<file path="src/rtl/socket_irq_pkg.sv">
/*
 * Constants and types for the card socket interrupt event block.
 * Assumes a single 20 MHz clock and a synchronous, active-low reset.
 */
package socket_irq_pkg;

  // ***************************************************************
  // register offsets
  // ***************************************************************
  localparam logic [7:0] legacy_flags_offset   = 8'h04;
  localparam logic [7:0] legacy_mask_offset    = 8'h05;
  localparam logic [7:0] global_control_offset = 8'h1e;
  localparam logic [7:0] func_flag_offset      = 8'h91;
  localparam logic [7:0] socket_event_offset   = 8'ha0;
  localparam logic [7:0] socket_mask_offset    = 8'ha4;

  // ***************************************************************
  // field positions
  // ***************************************************************
  localparam int battery_one_bit     = 0;
  localparam int battery_two_bit     = 1;
  localparam int ready_bit           = 2;
  localparam int power_done_bit      = 3;
  localparam int io_status_bit       = 0;
  localparam int wide_status_bit     = 0;
  localparam int detect_a_bit        = 1;
  localparam int detect_b_bit        = 2;
  localparam int func_request_bit    = 0;
  localparam int flag_clear_mode_bit = 2;

  // ***************************************************************
  // reset values and serial frame
  // ***************************************************************
  localparam logic [3:0] flags_reset_value   = 4'h0;
  localparam logic [3:0] mask_reset_value    = 4'h0;
  localparam logic [7:0] control_reset_value = 8'h00;
  localparam logic [2:0] serial_frame_last   = 3'h7;
  localparam logic [2:0] serial_start_slot   = 3'h0;
  localparam logic [2:0] serial_status_slot  = 3'h1;
  localparam logic [2:0] serial_func_slot    = 3'h2;
  localparam logic [2:0] serial_terminal     = 3'h6;

  typedef enum logic [1:0] {
    card_none_type,
    card_memory_type,
    card_io_type,
    card_wide_type
  } card_kind_type;

  typedef enum logic [1:0] {
    scheme_pci,
    scheme_isa,
    scheme_pci_isa,
    scheme_serial
  } scheme_type;

endpackage : socket_irq_pkg

</file>
<file path="src/rtl/card_socket_interrupt_events.sv">
/*
 * Card socket interrupt events: sorts socket interrupts into status
 * change events and functional requests, keeps flags and masks, and
 * drives the host interrupt onto seven multipurpose terminals.
 * Assumes all pins are synchronous to ref_clk, active high when
 * asserted, and that the power sequencer pulses power_up_done for one cycle.
 */
// Notes on behaviour
// sort interrupts into status change or functional
// deliver by PCI, ISA IRQ or serial
// all interrupt outputs leave on seven terminals
// memory card battery transitions set flags 1,0
// memory card ready transition sets flag 2
// io card status-change assertion sets flag 0
// legacy power-up completion sets flag 3
// functional request unmasked, reported at 91h bit0
// wide card status-change sets socket event 0
// wide card power-up completion sets event 3
// card detect transitions set events 2,1
// no functional request from memory cards
// insertion/removal detected for any card type
// shared pins read according to card type
// power event comes from internal power-up
// legacy flags clear by read or write-one
// socket event flags clear on write-one
// functional requests have no mask bit
// status request held while enabled flags set
module card_socket_interrupt_events
(
  // clock and reset
  input  wire logic                          ref_clk,
  input  wire logic                          reset_n,
  // register port
  input  wire logic [7:0]                    reg_addr,
  input  wire logic                          reg_wr_en,
  input  wire logic                          reg_rd_en,
  input  wire logic [31:0]                   reg_wdata,
  output logic      [31:0]                   reg_rdata,
  // socket pins
  input  wire socket_irq_pkg::card_kind_type card_kind,
  input  wire logic                          battery_detect_one,
  input  wire logic                          battery_detect_two,
  input  wire logic                          ready_request_line,
  input  wire logic                          card_detect_a,
  input  wire logic                          card_detect_b,
  input  wire logic                          power_up_done,
  // delivery selection
  input  wire socket_irq_pkg::scheme_type    irq_scheme,
  input  wire logic [2:0]                    status_route,
  input  wire logic [2:0]                    func_route,
  // host side
  output logic      [6:0]                    multipurpose_terminals,
  output logic                               status_request
);
  import socket_irq_pkg::*;

  // ***************************************************************
  // state
  // ***************************************************************
  logic [3:0] legacy_flags_q;
  logic [3:0] legacy_mask_q;
  logic [3:0] socket_flags_q;
  logic [3:0] socket_mask_q;
  logic [7:0] global_control_q;
  logic       func_flag_q;
  logic       battery_one_q;
  logic       battery_two_q;
  logic       ready_q;
  logic       detect_a_q;
  logic       detect_b_q;
  logic [2:0] slot_q;
  logic [6:0] terminals_d;
  logic [3:0] legacy_set;
  logic [3:0] socket_set;
  logic [3:0] legacy_clear;
  logic [3:0] socket_clear;
  logic       is_memory;
  logic       is_io;
  logic       is_wide;
  logic       legacy_write_clear;
  logic       func_request;

  assign is_memory = (card_kind == card_memory_type);
  assign is_io     = (card_kind == card_io_type);
  assign is_wide   = (card_kind == card_wide_type);
  assign legacy_write_clear = global_control_q[flag_clear_mode_bit];

  // previous pin levels for transition detection
  always_ff @(posedge ref_clk) begin
    if (!reset_n) begin
      battery_one_q <= 1'b0;
      battery_two_q <= 1'b0;
      ready_q       <= 1'b0;
      detect_a_q    <= 1'b0;
      detect_b_q    <= 1'b0;
    end else begin
      battery_one_q <= battery_detect_one;
      battery_two_q <= battery_detect_two;
      ready_q       <= ready_request_line;
      detect_a_q    <= card_detect_a;
      detect_b_q    <= card_detect_b;
    end
  end

  // ***************************************************************
  // event classification
  // ***************************************************************
  // status change events; the shared pins mean different things per card
  always_comb begin
    legacy_set = 4'h0;
    socket_set = 4'h0;
    if (is_memory) begin
      legacy_set[battery_one_bit] = battery_detect_one ^ battery_one_q;
      legacy_set[battery_two_bit] = battery_detect_two ^ battery_two_q;
      legacy_set[ready_bit]       = ready_request_line ^ ready_q;
    end
    if (is_io) begin
      legacy_set[io_status_bit] = battery_detect_one & ~battery_one_q;
    end
    if (is_wide) begin
      socket_set[wide_status_bit] = battery_detect_one & ~battery_one_q;
      socket_set[power_done_bit]  = power_up_done;
    end else begin
      legacy_set[power_done_bit] = power_up_done;
    end
    // insertion and removal regardless of card kind, even an empty socket
    socket_set[detect_a_bit] = card_detect_a ^ detect_a_q;
    socket_set[detect_b_bit] = card_detect_b ^ detect_b_q;
  end

  // functional request only from io or wide cards, and never masked
  assign func_request = (is_io | is_wide) & ready_request_line;

  // ***************************************************************
  // flag clearing
  // ***************************************************************
  // legacy flags clear on read by default, by write-one when the mode bit is set; socket flags by write-one only
  always_comb begin
    legacy_clear = 4'h0;
    socket_clear = 4'h0;
    if (reg_addr == legacy_flags_offset) begin
      if (legacy_write_clear && reg_wr_en) begin
        legacy_clear = reg_wdata[3:0];
      end else if (!legacy_write_clear && reg_rd_en) begin
        legacy_clear = 4'hf;
      end
    end
    if (reg_addr == socket_event_offset && reg_wr_en) begin
      socket_clear = reg_wdata[3:0];
    end
  end

  // legacy flags; a set in the clearing cycle wins
  always_ff @(posedge ref_clk) begin
    if (!reset_n) begin
      legacy_flags_q <= flags_reset_value;
    end else begin
      legacy_flags_q <= (legacy_flags_q & ~legacy_clear) | legacy_set;
    end
  end

  // socket event flags, same set-wins policy
  always_ff @(posedge ref_clk) begin
    if (!reset_n) begin
      socket_flags_q <= flags_reset_value;
    end else begin
      socket_flags_q <= (socket_flags_q & ~socket_clear) | socket_set;
    end
  end

  // functional flag follows the request line
  always_ff @(posedge ref_clk) begin
    if (!reset_n) begin
      func_flag_q <= 1'b0;
    end else begin
      func_flag_q <= func_request;
    end
  end

  // ***************************************************************
  // writable registers
  // ***************************************************************
  // masks and global control
  always_ff @(posedge ref_clk) begin
    if (!reset_n) begin
      legacy_mask_q    <= mask_reset_value;
      socket_mask_q    <= mask_reset_value;
      global_control_q <= control_reset_value;
    end else if (reg_wr_en) begin
      if (reg_addr == legacy_mask_offset) begin
        legacy_mask_q <= reg_wdata[3:0];
      end
      if (reg_addr == socket_mask_offset) begin
        socket_mask_q <= reg_wdata[3:0];
      end
      if (reg_addr == global_control_offset) begin
        global_control_q <= reg_wdata[7:0];
      end
    end
  end

  // read data held until the next read; unmapped offsets read zero
  always_ff @(posedge ref_clk) begin
    if (!reset_n) begin
      reg_rdata <= 32'h0;
    end else if (reg_rd_en) begin
      unique case (reg_addr)
        legacy_flags_offset:   reg_rdata <= {28'h0, legacy_flags_q};
        legacy_mask_offset:    reg_rdata <= {28'h0, legacy_mask_q};
        global_control_offset: reg_rdata <= {24'h0, global_control_q};
        func_flag_offset:      reg_rdata <= {31'h0, func_flag_q};
        socket_event_offset:   reg_rdata <= {28'h0, socket_flags_q};
        socket_mask_offset:    reg_rdata <= {28'h0, socket_mask_q};
        default:               reg_rdata <= 32'h0;
      endcase
    end
  end

  // ***************************************************************
  // delivery to the host
  // ***************************************************************
  // request stays up until every enabled flag is cleared
  assign status_request = |(legacy_flags_q & legacy_mask_q)
                        | |(socket_flags_q & socket_mask_q);

  // serial frame slot counter, free running
  always_ff @(posedge ref_clk) begin
    if (!reset_n) begin
      slot_q <= serial_start_slot;
    end else if (slot_q == serial_frame_last) begin
      slot_q <= serial_start_slot;
    end else begin
      slot_q <= slot_q + 3'h1;
    end
  end

  // terminal levels: PCI style is active low, ISA style active high
  always_comb begin
    terminals_d = 7'h7f;
    unique case (irq_scheme)
      scheme_pci: begin
        terminals_d[status_route] = ~status_request;
        terminals_d[func_route]   = terminals_d[func_route] & ~func_flag_q;
      end
      scheme_isa: begin
        terminals_d = 7'h00;
        terminals_d[status_route] = status_request;
        terminals_d[func_route]   = terminals_d[func_route] | func_flag_q;
      end
      scheme_pci_isa: begin
        // status on a shared PCI line, function on an ISA line
        terminals_d[func_route]   = func_flag_q;
        terminals_d[status_route] = ~status_request;
      end
      scheme_serial: begin
        // one terminal carries a fixed-slot frame; slots idle high
        if (slot_q == serial_start_slot) begin
          terminals_d[serial_terminal] = 1'b0;
        end else if (slot_q == serial_status_slot) begin
          terminals_d[serial_terminal] = ~status_request;
        end else if (slot_q == serial_func_slot) begin
          terminals_d[serial_terminal] = ~func_flag_q;
        end
      end
    endcase
  end

  // registered so the pins never glitch on mode or route changes
  always_ff @(posedge ref_clk) begin
    if (!reset_n) begin
      multipurpose_terminals <= 7'h7f;
    end else begin
      multipurpose_terminals <= terminals_d;
    end
  end
endmodule : card_socket_interrupt_events

</file>
<file path="config.mk">
export PLATFORM = sky130hd
export DESIGN_NAME = card_socket_interrupt_events
export DESIGN_NICKNAME = d
export VERILOG_FILES = /design/src/rtl/socket_irq_pkg.sv /design/src/rtl/card_socket_interrupt_events.sv
export SDC_FILE = /design/constraint.sdc
export NUM_CORES = 1
export LEC_CHECK = 0
export BUFFER_PORTS_ARGS = -buffer_cell sky130_fd_sc_hd__clkbuf_2
export CAP_MARGIN = 5
export CORE_ASPECT_RATIO = 0.5
export CORE_UTILIZATION = 40
export DETAILED_ROUTE_END_ITERATION = 8
export GPL_TIMING_DRIVEN = 0
export PLACE_DENSITY = 0.72
export SETUP_SLACK_MARGIN = 0.05
export SLEW_MARGIN = 20
export SYNTH_ARGS = -nofsm -noshare
export SYNTH_HDL_FRONTEND = slang
export SYNTH_SLANG_ARGS = --single-unit
</file>
<file path="constraint.sdc">
create_clock -name ref_clk -period 4 [get_ports ref_clk]
set_clock_uncertainty 0.05 [all_clocks]
set_input_delay 0.6 -clock ref_clk [delete_from_list [all_inputs] [get_ports ref_clk]]
set_output_delay 0.6 -clock ref_clk [all_outputs]
set_load 0.1 [all_outputs]
</file>
# Word-level counts from Yosys, hierarchy flattened
# Cells that the tools add are included.
classes:
  n_eq_ne: 15
  reduce_logical: 14
  bitwise: 28
  n_mux: 26
  add_sub_neg: 1
  magnitude_cmp: 4
ops:
  columns: ["cell", "n"]
  rows:
  - ["$pmux W8 S6", 1]
  - ["$eq A8 B8 Y1 const B", 3]
  - ["$bwmux W7", 3]
  - ["$pmux W6 S3", 1]
  - ["$and A4 B4 Y4", 4]
  - ["$eq A8 B3 Y1 const B", 2]
  - ["$mux W4", 4]
  - ["$not A7 Y7", 2]
  - ["$or A7 B7 Y7", 2]
  - ["$mux W1", 11]
  - ["$eq A2 B2 Y1 const B", 4]
  - ["$eq A8 B5 Y1 const B", 1]
  - ["$lt A3 B4 Y1 const B", 2]
  - ["$not A4 Y4", 2]
  - ["$or A4 B4 Y4", 2]
  - ["$reduce_or A4 Y1", 2]
  - ["$and A7 B7 Y7", 1]
  - ["$bmux W1 S3", 2]
  - ["$demux W1 S3", 2]
  - ["$ge A3 B1 Y1 const B", 2]
  - ["$reduce_and A2 Y1", 3]
  - ["$logic_and A1 B1 Y1", 5]
  - ["$xor A1 B1 Y1", 5]
  - ["$eq A2 B1 Y1 const B", 2]
  - ["13 further kinds", 20]
totals:
  output_inout_bits: 40
  elab_cells: 102
  regBits: 72
  input_bits: 60

# Longest topological paths before layout
logic_depth:
  depth_word: 11
  ltp_mapped: 7
  depth_no_buf: 7

# Least setup slack after synthesis
# OpenSTA, ideal clock, no wires.
synth_path:
  path_kind: "reg2reg"
  from: "reg socket_flags_q[0]"
  to: "reg multipurpose_terminals[2]"
  slack_ps: 1739
  n_path_buf: 1
  required_ps: 3844
  arrival_ps: 2105
  period_less_slack_ps: 2261
  setup_time_ps: 106
  path_stages_with_launch: 8
  path_cell_list: "dfxtp_1 > a22oi_1 > and4_1 > buf_2 > inv_1 > a31oi_2 > xnor2_1 > o311ai_0"
synth_via:
  elab_chain_cells: 10
  elab_cells_between_ends: 16
  classes_between: "mux (8); bitwise (7); reduce/logical (1)"
synth_lines:
  columns: ["item", "line_no", "source"]
  rows:
  - ["from (decl)", "card_socket_interrupt_events.sv:62", "logic [3:0] socket_flags_q;"]
  - ["from (signal assigned)", "card_socket_interrupt_events.sv:165", "socket_flags_q <= flags_reset_value;"]
  - ["from (signal assigned)", "card_socket_interrupt_events.sv:167", "socket_flags_q <= (socket_flags_q & ~socket_clear) | socket_set;"]
  - ["$and A4 B4 Y4 (*)", "card_socket_interrupt_events.sv:224", "| |(socket_flags_q & socket_mask_q);"]
  - ["$reduce_or A4 Y1 (*)", "card_socket_interrupt_events.sv:224", null]
  - ["$or A1 B1 Y1 (*)", "card_socket_interrupt_events.sv:224", null]
  - ["via status_request", "card_socket_interrupt_events.sv:53", "output logic status_request"]
  - ["$not A1 Y1", "card_socket_interrupt_events.sv:242, card_socket_interrupt_events.sv:253", null]
  - ["$or A7 B7 Y7 (no source line)", null, null]
  - ["$bmux W1 S3", "card_socket_interrupt_events.sv:243", "terminals_d[func_route] = terminals_d[func_route] & ~func_flag_q;"]
  - ["$mux W1 (implied by the code)", "card_socket_interrupt_events.sv:243", null]
  - ["$and A1 B1 Y1", "card_socket_interrupt_events.sv:243", null]
  - ["$bwmux W7", "card_socket_interrupt_events.sv:243", null]
  - ["$pmux W6 S3 (*)", "card_socket_interrupt_events.sv:240", "unique case (irq_scheme)"]
  - ["to (signal assigned)", "card_socket_interrupt_events.sv:273", "multipurpose_terminals <= terminals_d;"]
  - ["to (decl)", "card_socket_interrupt_events.sv:52", "output logic [6:0] multipurpose_terminals,"]
# Mark *: on every way through the listed nets, which the timed path passes. The rest lies on a longest branch. The select of a mux whose other input is x is not followed.
# A chain may end at the register's enable or synchronous reset.

# Worst setup path after layout
layout_path:
  from: "reg socket_flags_q[0]"
  to: "out status_request"
layout_via:
  elab_chain_cells: 3
layout_lines:
  columns: ["item", "line_no"]
  rows:
  - ["$and A4 B4 Y4", "card_socket_interrupt_events.sv:224"]
  - ["$reduce_or A4 Y1", "card_socket_interrupt_events.sv:224"]
  - ["$or A1 B1 Y1", "card_socket_interrupt_events.sv:224"]
  - ["to (decl)", "card_socket_interrupt_events.sv:53"]
# No other way between the ends.

==> results by group <==
Outcome
  • Outcome: completed

Finish
  • Layout fillers: 683
  • Antenna diodes: 0
  • Nets: 469
  • Area of the multi-input gates: 1644 sq um
  • Area Growth Syn to Fin: 20.11%
  • Layout cells sized above 1: 0.2178
  • FF/Latch Area: 960.9 sq um

Place
  • Setup WS pre-CTS: 1418 ps
  • IO Port Bufs: 43
  • Final HPWL DP: 4628 um
  • Gpl congestion: 0.8815

CTS
  • Clk slew on worst S/H paths: 70 ps
  • CTS Hold Bufs: 0
  • Root Driver: clkbuf_16
  • Clk Latency, worst-skew pair: 290 ps
  • CTS Buf Count: 5
  • CTS sink cnt: 48
  • H-tree depth: 2
  • CTS tree: built
  • Max Buffers Root-to-Sink: 2
  • Post-CTS setup buffer count: 0
  • Resize count post-CTS: 0

Synth
  • Synth Area per Inst: 8.576 sq um
  • Cell type with the largest total area after synthesis: dfxtp_1
  • Main combinational cell family by area after synthesis: simple AND/OR/NAND/NOR gates
  • Most common cell in the netlist: dfxtp_1
  • Synth top cells by count: dfxtp_1, nand2_1, buf_4, mux2i_1, o21ai_0
  • Post-synthesis instance area: 2830 sq um
  • Mux cell area share after synthesis: 0.07427
  • Asr flop ratio synth: 0
  • Yosys cell types: 52
  • Post-synthesis register bit count: 48
  • Simple-Gate Fraction of Synth Area: 0.2462
  • EDFF count, synth: 0
  • Seq/Total Area, Yosys: 0.3395
  • Area contributors post-synth: dfxtp_1, mux2i_1, buf_4, nand2_1, nor2b_1
  • Dominant synthesized flop cell: dfxtp_1
  • Adder-Cell Fraction of Synth Area: 0.02653
  • Compound-Gate Fraction of Synth Area: 0.1773
  • Top cell type's share of synthesized area: 0.3395
  • Mapped Cells: 330
  • YS warnings: 0
  • Post-synthesis xor/xnor area fraction: 0.02476

Routing
  • 1st-iter DRT viols: 204
  • # DRC: 0
  • Final WL: 6247 um
  • Drt first pass iters: 4
  • DR WL/cell: 12.59 um
  • Routed Antenna Nets: 0
  • Vias per Instance: 4.950
  • Via count: 2455

Critical path
  • Cell Chain, Critical Path: a22oi_1 > and4_1 > buf_2 > inv_1 > clkbuf_2
  • Worst Path Arrival: 1770 ps
  • Startpoint types: register
  • CP max FO: 6
  • CP peak stage delay: 490 ps
  • Worst setup path class: register to output pin
  • CP max stage cell: clkbuf_2
  • Worst setup EP type: output pin
  • FF-to-FF path depth: 7
  • Worst EP required: 3350 ps

Global route
  • Total Routing Usage GR: 0.1779
  • Largest net degree at the start of global routing: 16
  • Global route overflow: 0
  • Global routing's busiest layer: met2
  • Number of global-route vias before repair: 2150
  • Met3 usage: 0.04444
  • First-pass GRT wire length: 10170 um
  • Initial antenna violation count: 0
  • Grt met2 use: 0.3061
  • Met1 GRT Util: 0.2305

Timing
  • RSZ-0062 raised after global routing: no
  • Slew margin rel.: 0.4360
  • Final min period: 2420 ps
  • Achievable clock frequency: 413.2 MHz
  • Setup violators final: 0
  • Final Cycle Share: 0.6050
  • Pin slew with the least headroom to its limit: 838.4 ps
  • Worst Hold Slack: 400.6 ps
  • Fin. max-slew vios: 0
  • Worst Slack Setup Final: 1580 ps
  • Setup_tns: 0 ps
  • Hold Vio Cnt, Final: 0

Floorplanning
  • Standard-cell row count: 21
  • Boundary Pins: 100
  • Chip width: 121.0 um
  • Die ar.: 7437 sq um
  • Core ar.: 6753 sq um
  • Die H: 61.48 um
  • Initial core utilization: 0.4191

Hold path
  • Worst min-delay path class: register to register
  • Hold path cells: 2

Power and ir drop
  • Static leakage: 1.424 nW
  • Overall Power: 1.228 mW
  • Total power per unit cell area: 361.2 nW/um^2
  • VDD IR max: 0.1622 mV

Run
  • # Max-Cap Violations: 0
## worst paths after layout
| path | start | endpoint | slack [ps] |
|---|---|---|---|
| setup / recovery | socket_flags_q[0]$_SDFF_PN0_ | status_request | 1580 |
| setup reg to reg | legacy_mask_q[2]$_SDFFE_PN0P_ | multipurpose_terminals[5]$_SDFF_PN1_ | 2090 |
| hold / removal | global_control_q[6]$_SDFFE_PN0P_ | global_control_q[6]$_SDFFE_PN0P_ | 400 |
| hold reg to reg | global_control_q[6]$_SDFFE_PN0P_ | global_control_q[6]$_SDFFE_PN0P_ | 400 |
## per-stage QoR
step,instances,area [sq um],utilization
final,496,3400,0.5034
after detailed placement,488,3247,0.4808
after global routing,496,3400,0.5034
after floorplan,353,2917,-
after global placement,488,3247,0.4808
after CTS,496,3400,0.5034
## area by class of cell
type                       instances  area share
inverter                          10     0.01104
timing repair buffer              43     0.06331
clock inverter                     2    0.004049
multi-input combinational        251      0.4836
tap                               92     0.03386
clock buffer                       6     0.04085
buffer                            44     0.08060
sequential                        48      0.2827
## layer usage
layer  share of wire  up-vias
li1                -     1258
met1            0.48     1125
met2            0.45       68
met3           0.060        4
met4          0.0061        0
met5               0        -
## placed cells by master, fill, tap and decap left out, drive strengths merged, types with 5 or more instances in the layout
cell type / synthesis / layout
a21boi: 17 / 17
a21oi: 8 / 8
a31oi: 8 / 8
and2: 11 / 11
buf: 29 / 29
clkbuf: 15 / 64
conb: 1 / 24
dfxtp: 48 / 48
ha: 6 / 6
inv: 10 / 11
mux2i: 21 / 21
nand2: 30 / 30
nand2b: 12 / 12
nand3: 5 / 5
nor2: 8 / 8
nor2b: 17 / 17
nor3: 5 / 5
o21ai: 19 / 19
## cells by family (layout without fill, tap and decap cells)
family          Yosys count  in the layout
xor+xnor                  8              8
other cells               1             24
buf+inv                  54            105
fa+ha+maj                 6              6
flops                    48             48
simple gates            117            117
mux                      21             21
compound gates           75             75
## state kept, by name (all words and copies together), names as in the netlist
signal	count
battery_one_q	1
battery_two_q	1
detect_a_q	1
detect_b_q	1
func_flag_q	1
global_control_q	8
legacy_flags_q	4
legacy_mask_q	4
multipurpose_terminals	7
ready_q	1
reg_rdata	8
slot_q	3
socket_flags_q	4
socket_mask_q	4
## worst max-delay path, delay by kind of cell (launching register included)
family,cells,cell delay (ps)
AO/OA/AOI/OAI,1,90
flip-flops,1,370
AND/OR/NAND/NOR,1,210
buffers and inverters,3,810
## report_power, final
group	switching, mW	leakage, nW	internal (mW)
Combinational	0.212	0.954	0.0736
Clock	0.188	0.0772	0.250
Sequential	0.00963	0.393	0.495
Total	0.409	1.42	0.819
No activity file was read; power rests on OpenSTA's default activity.
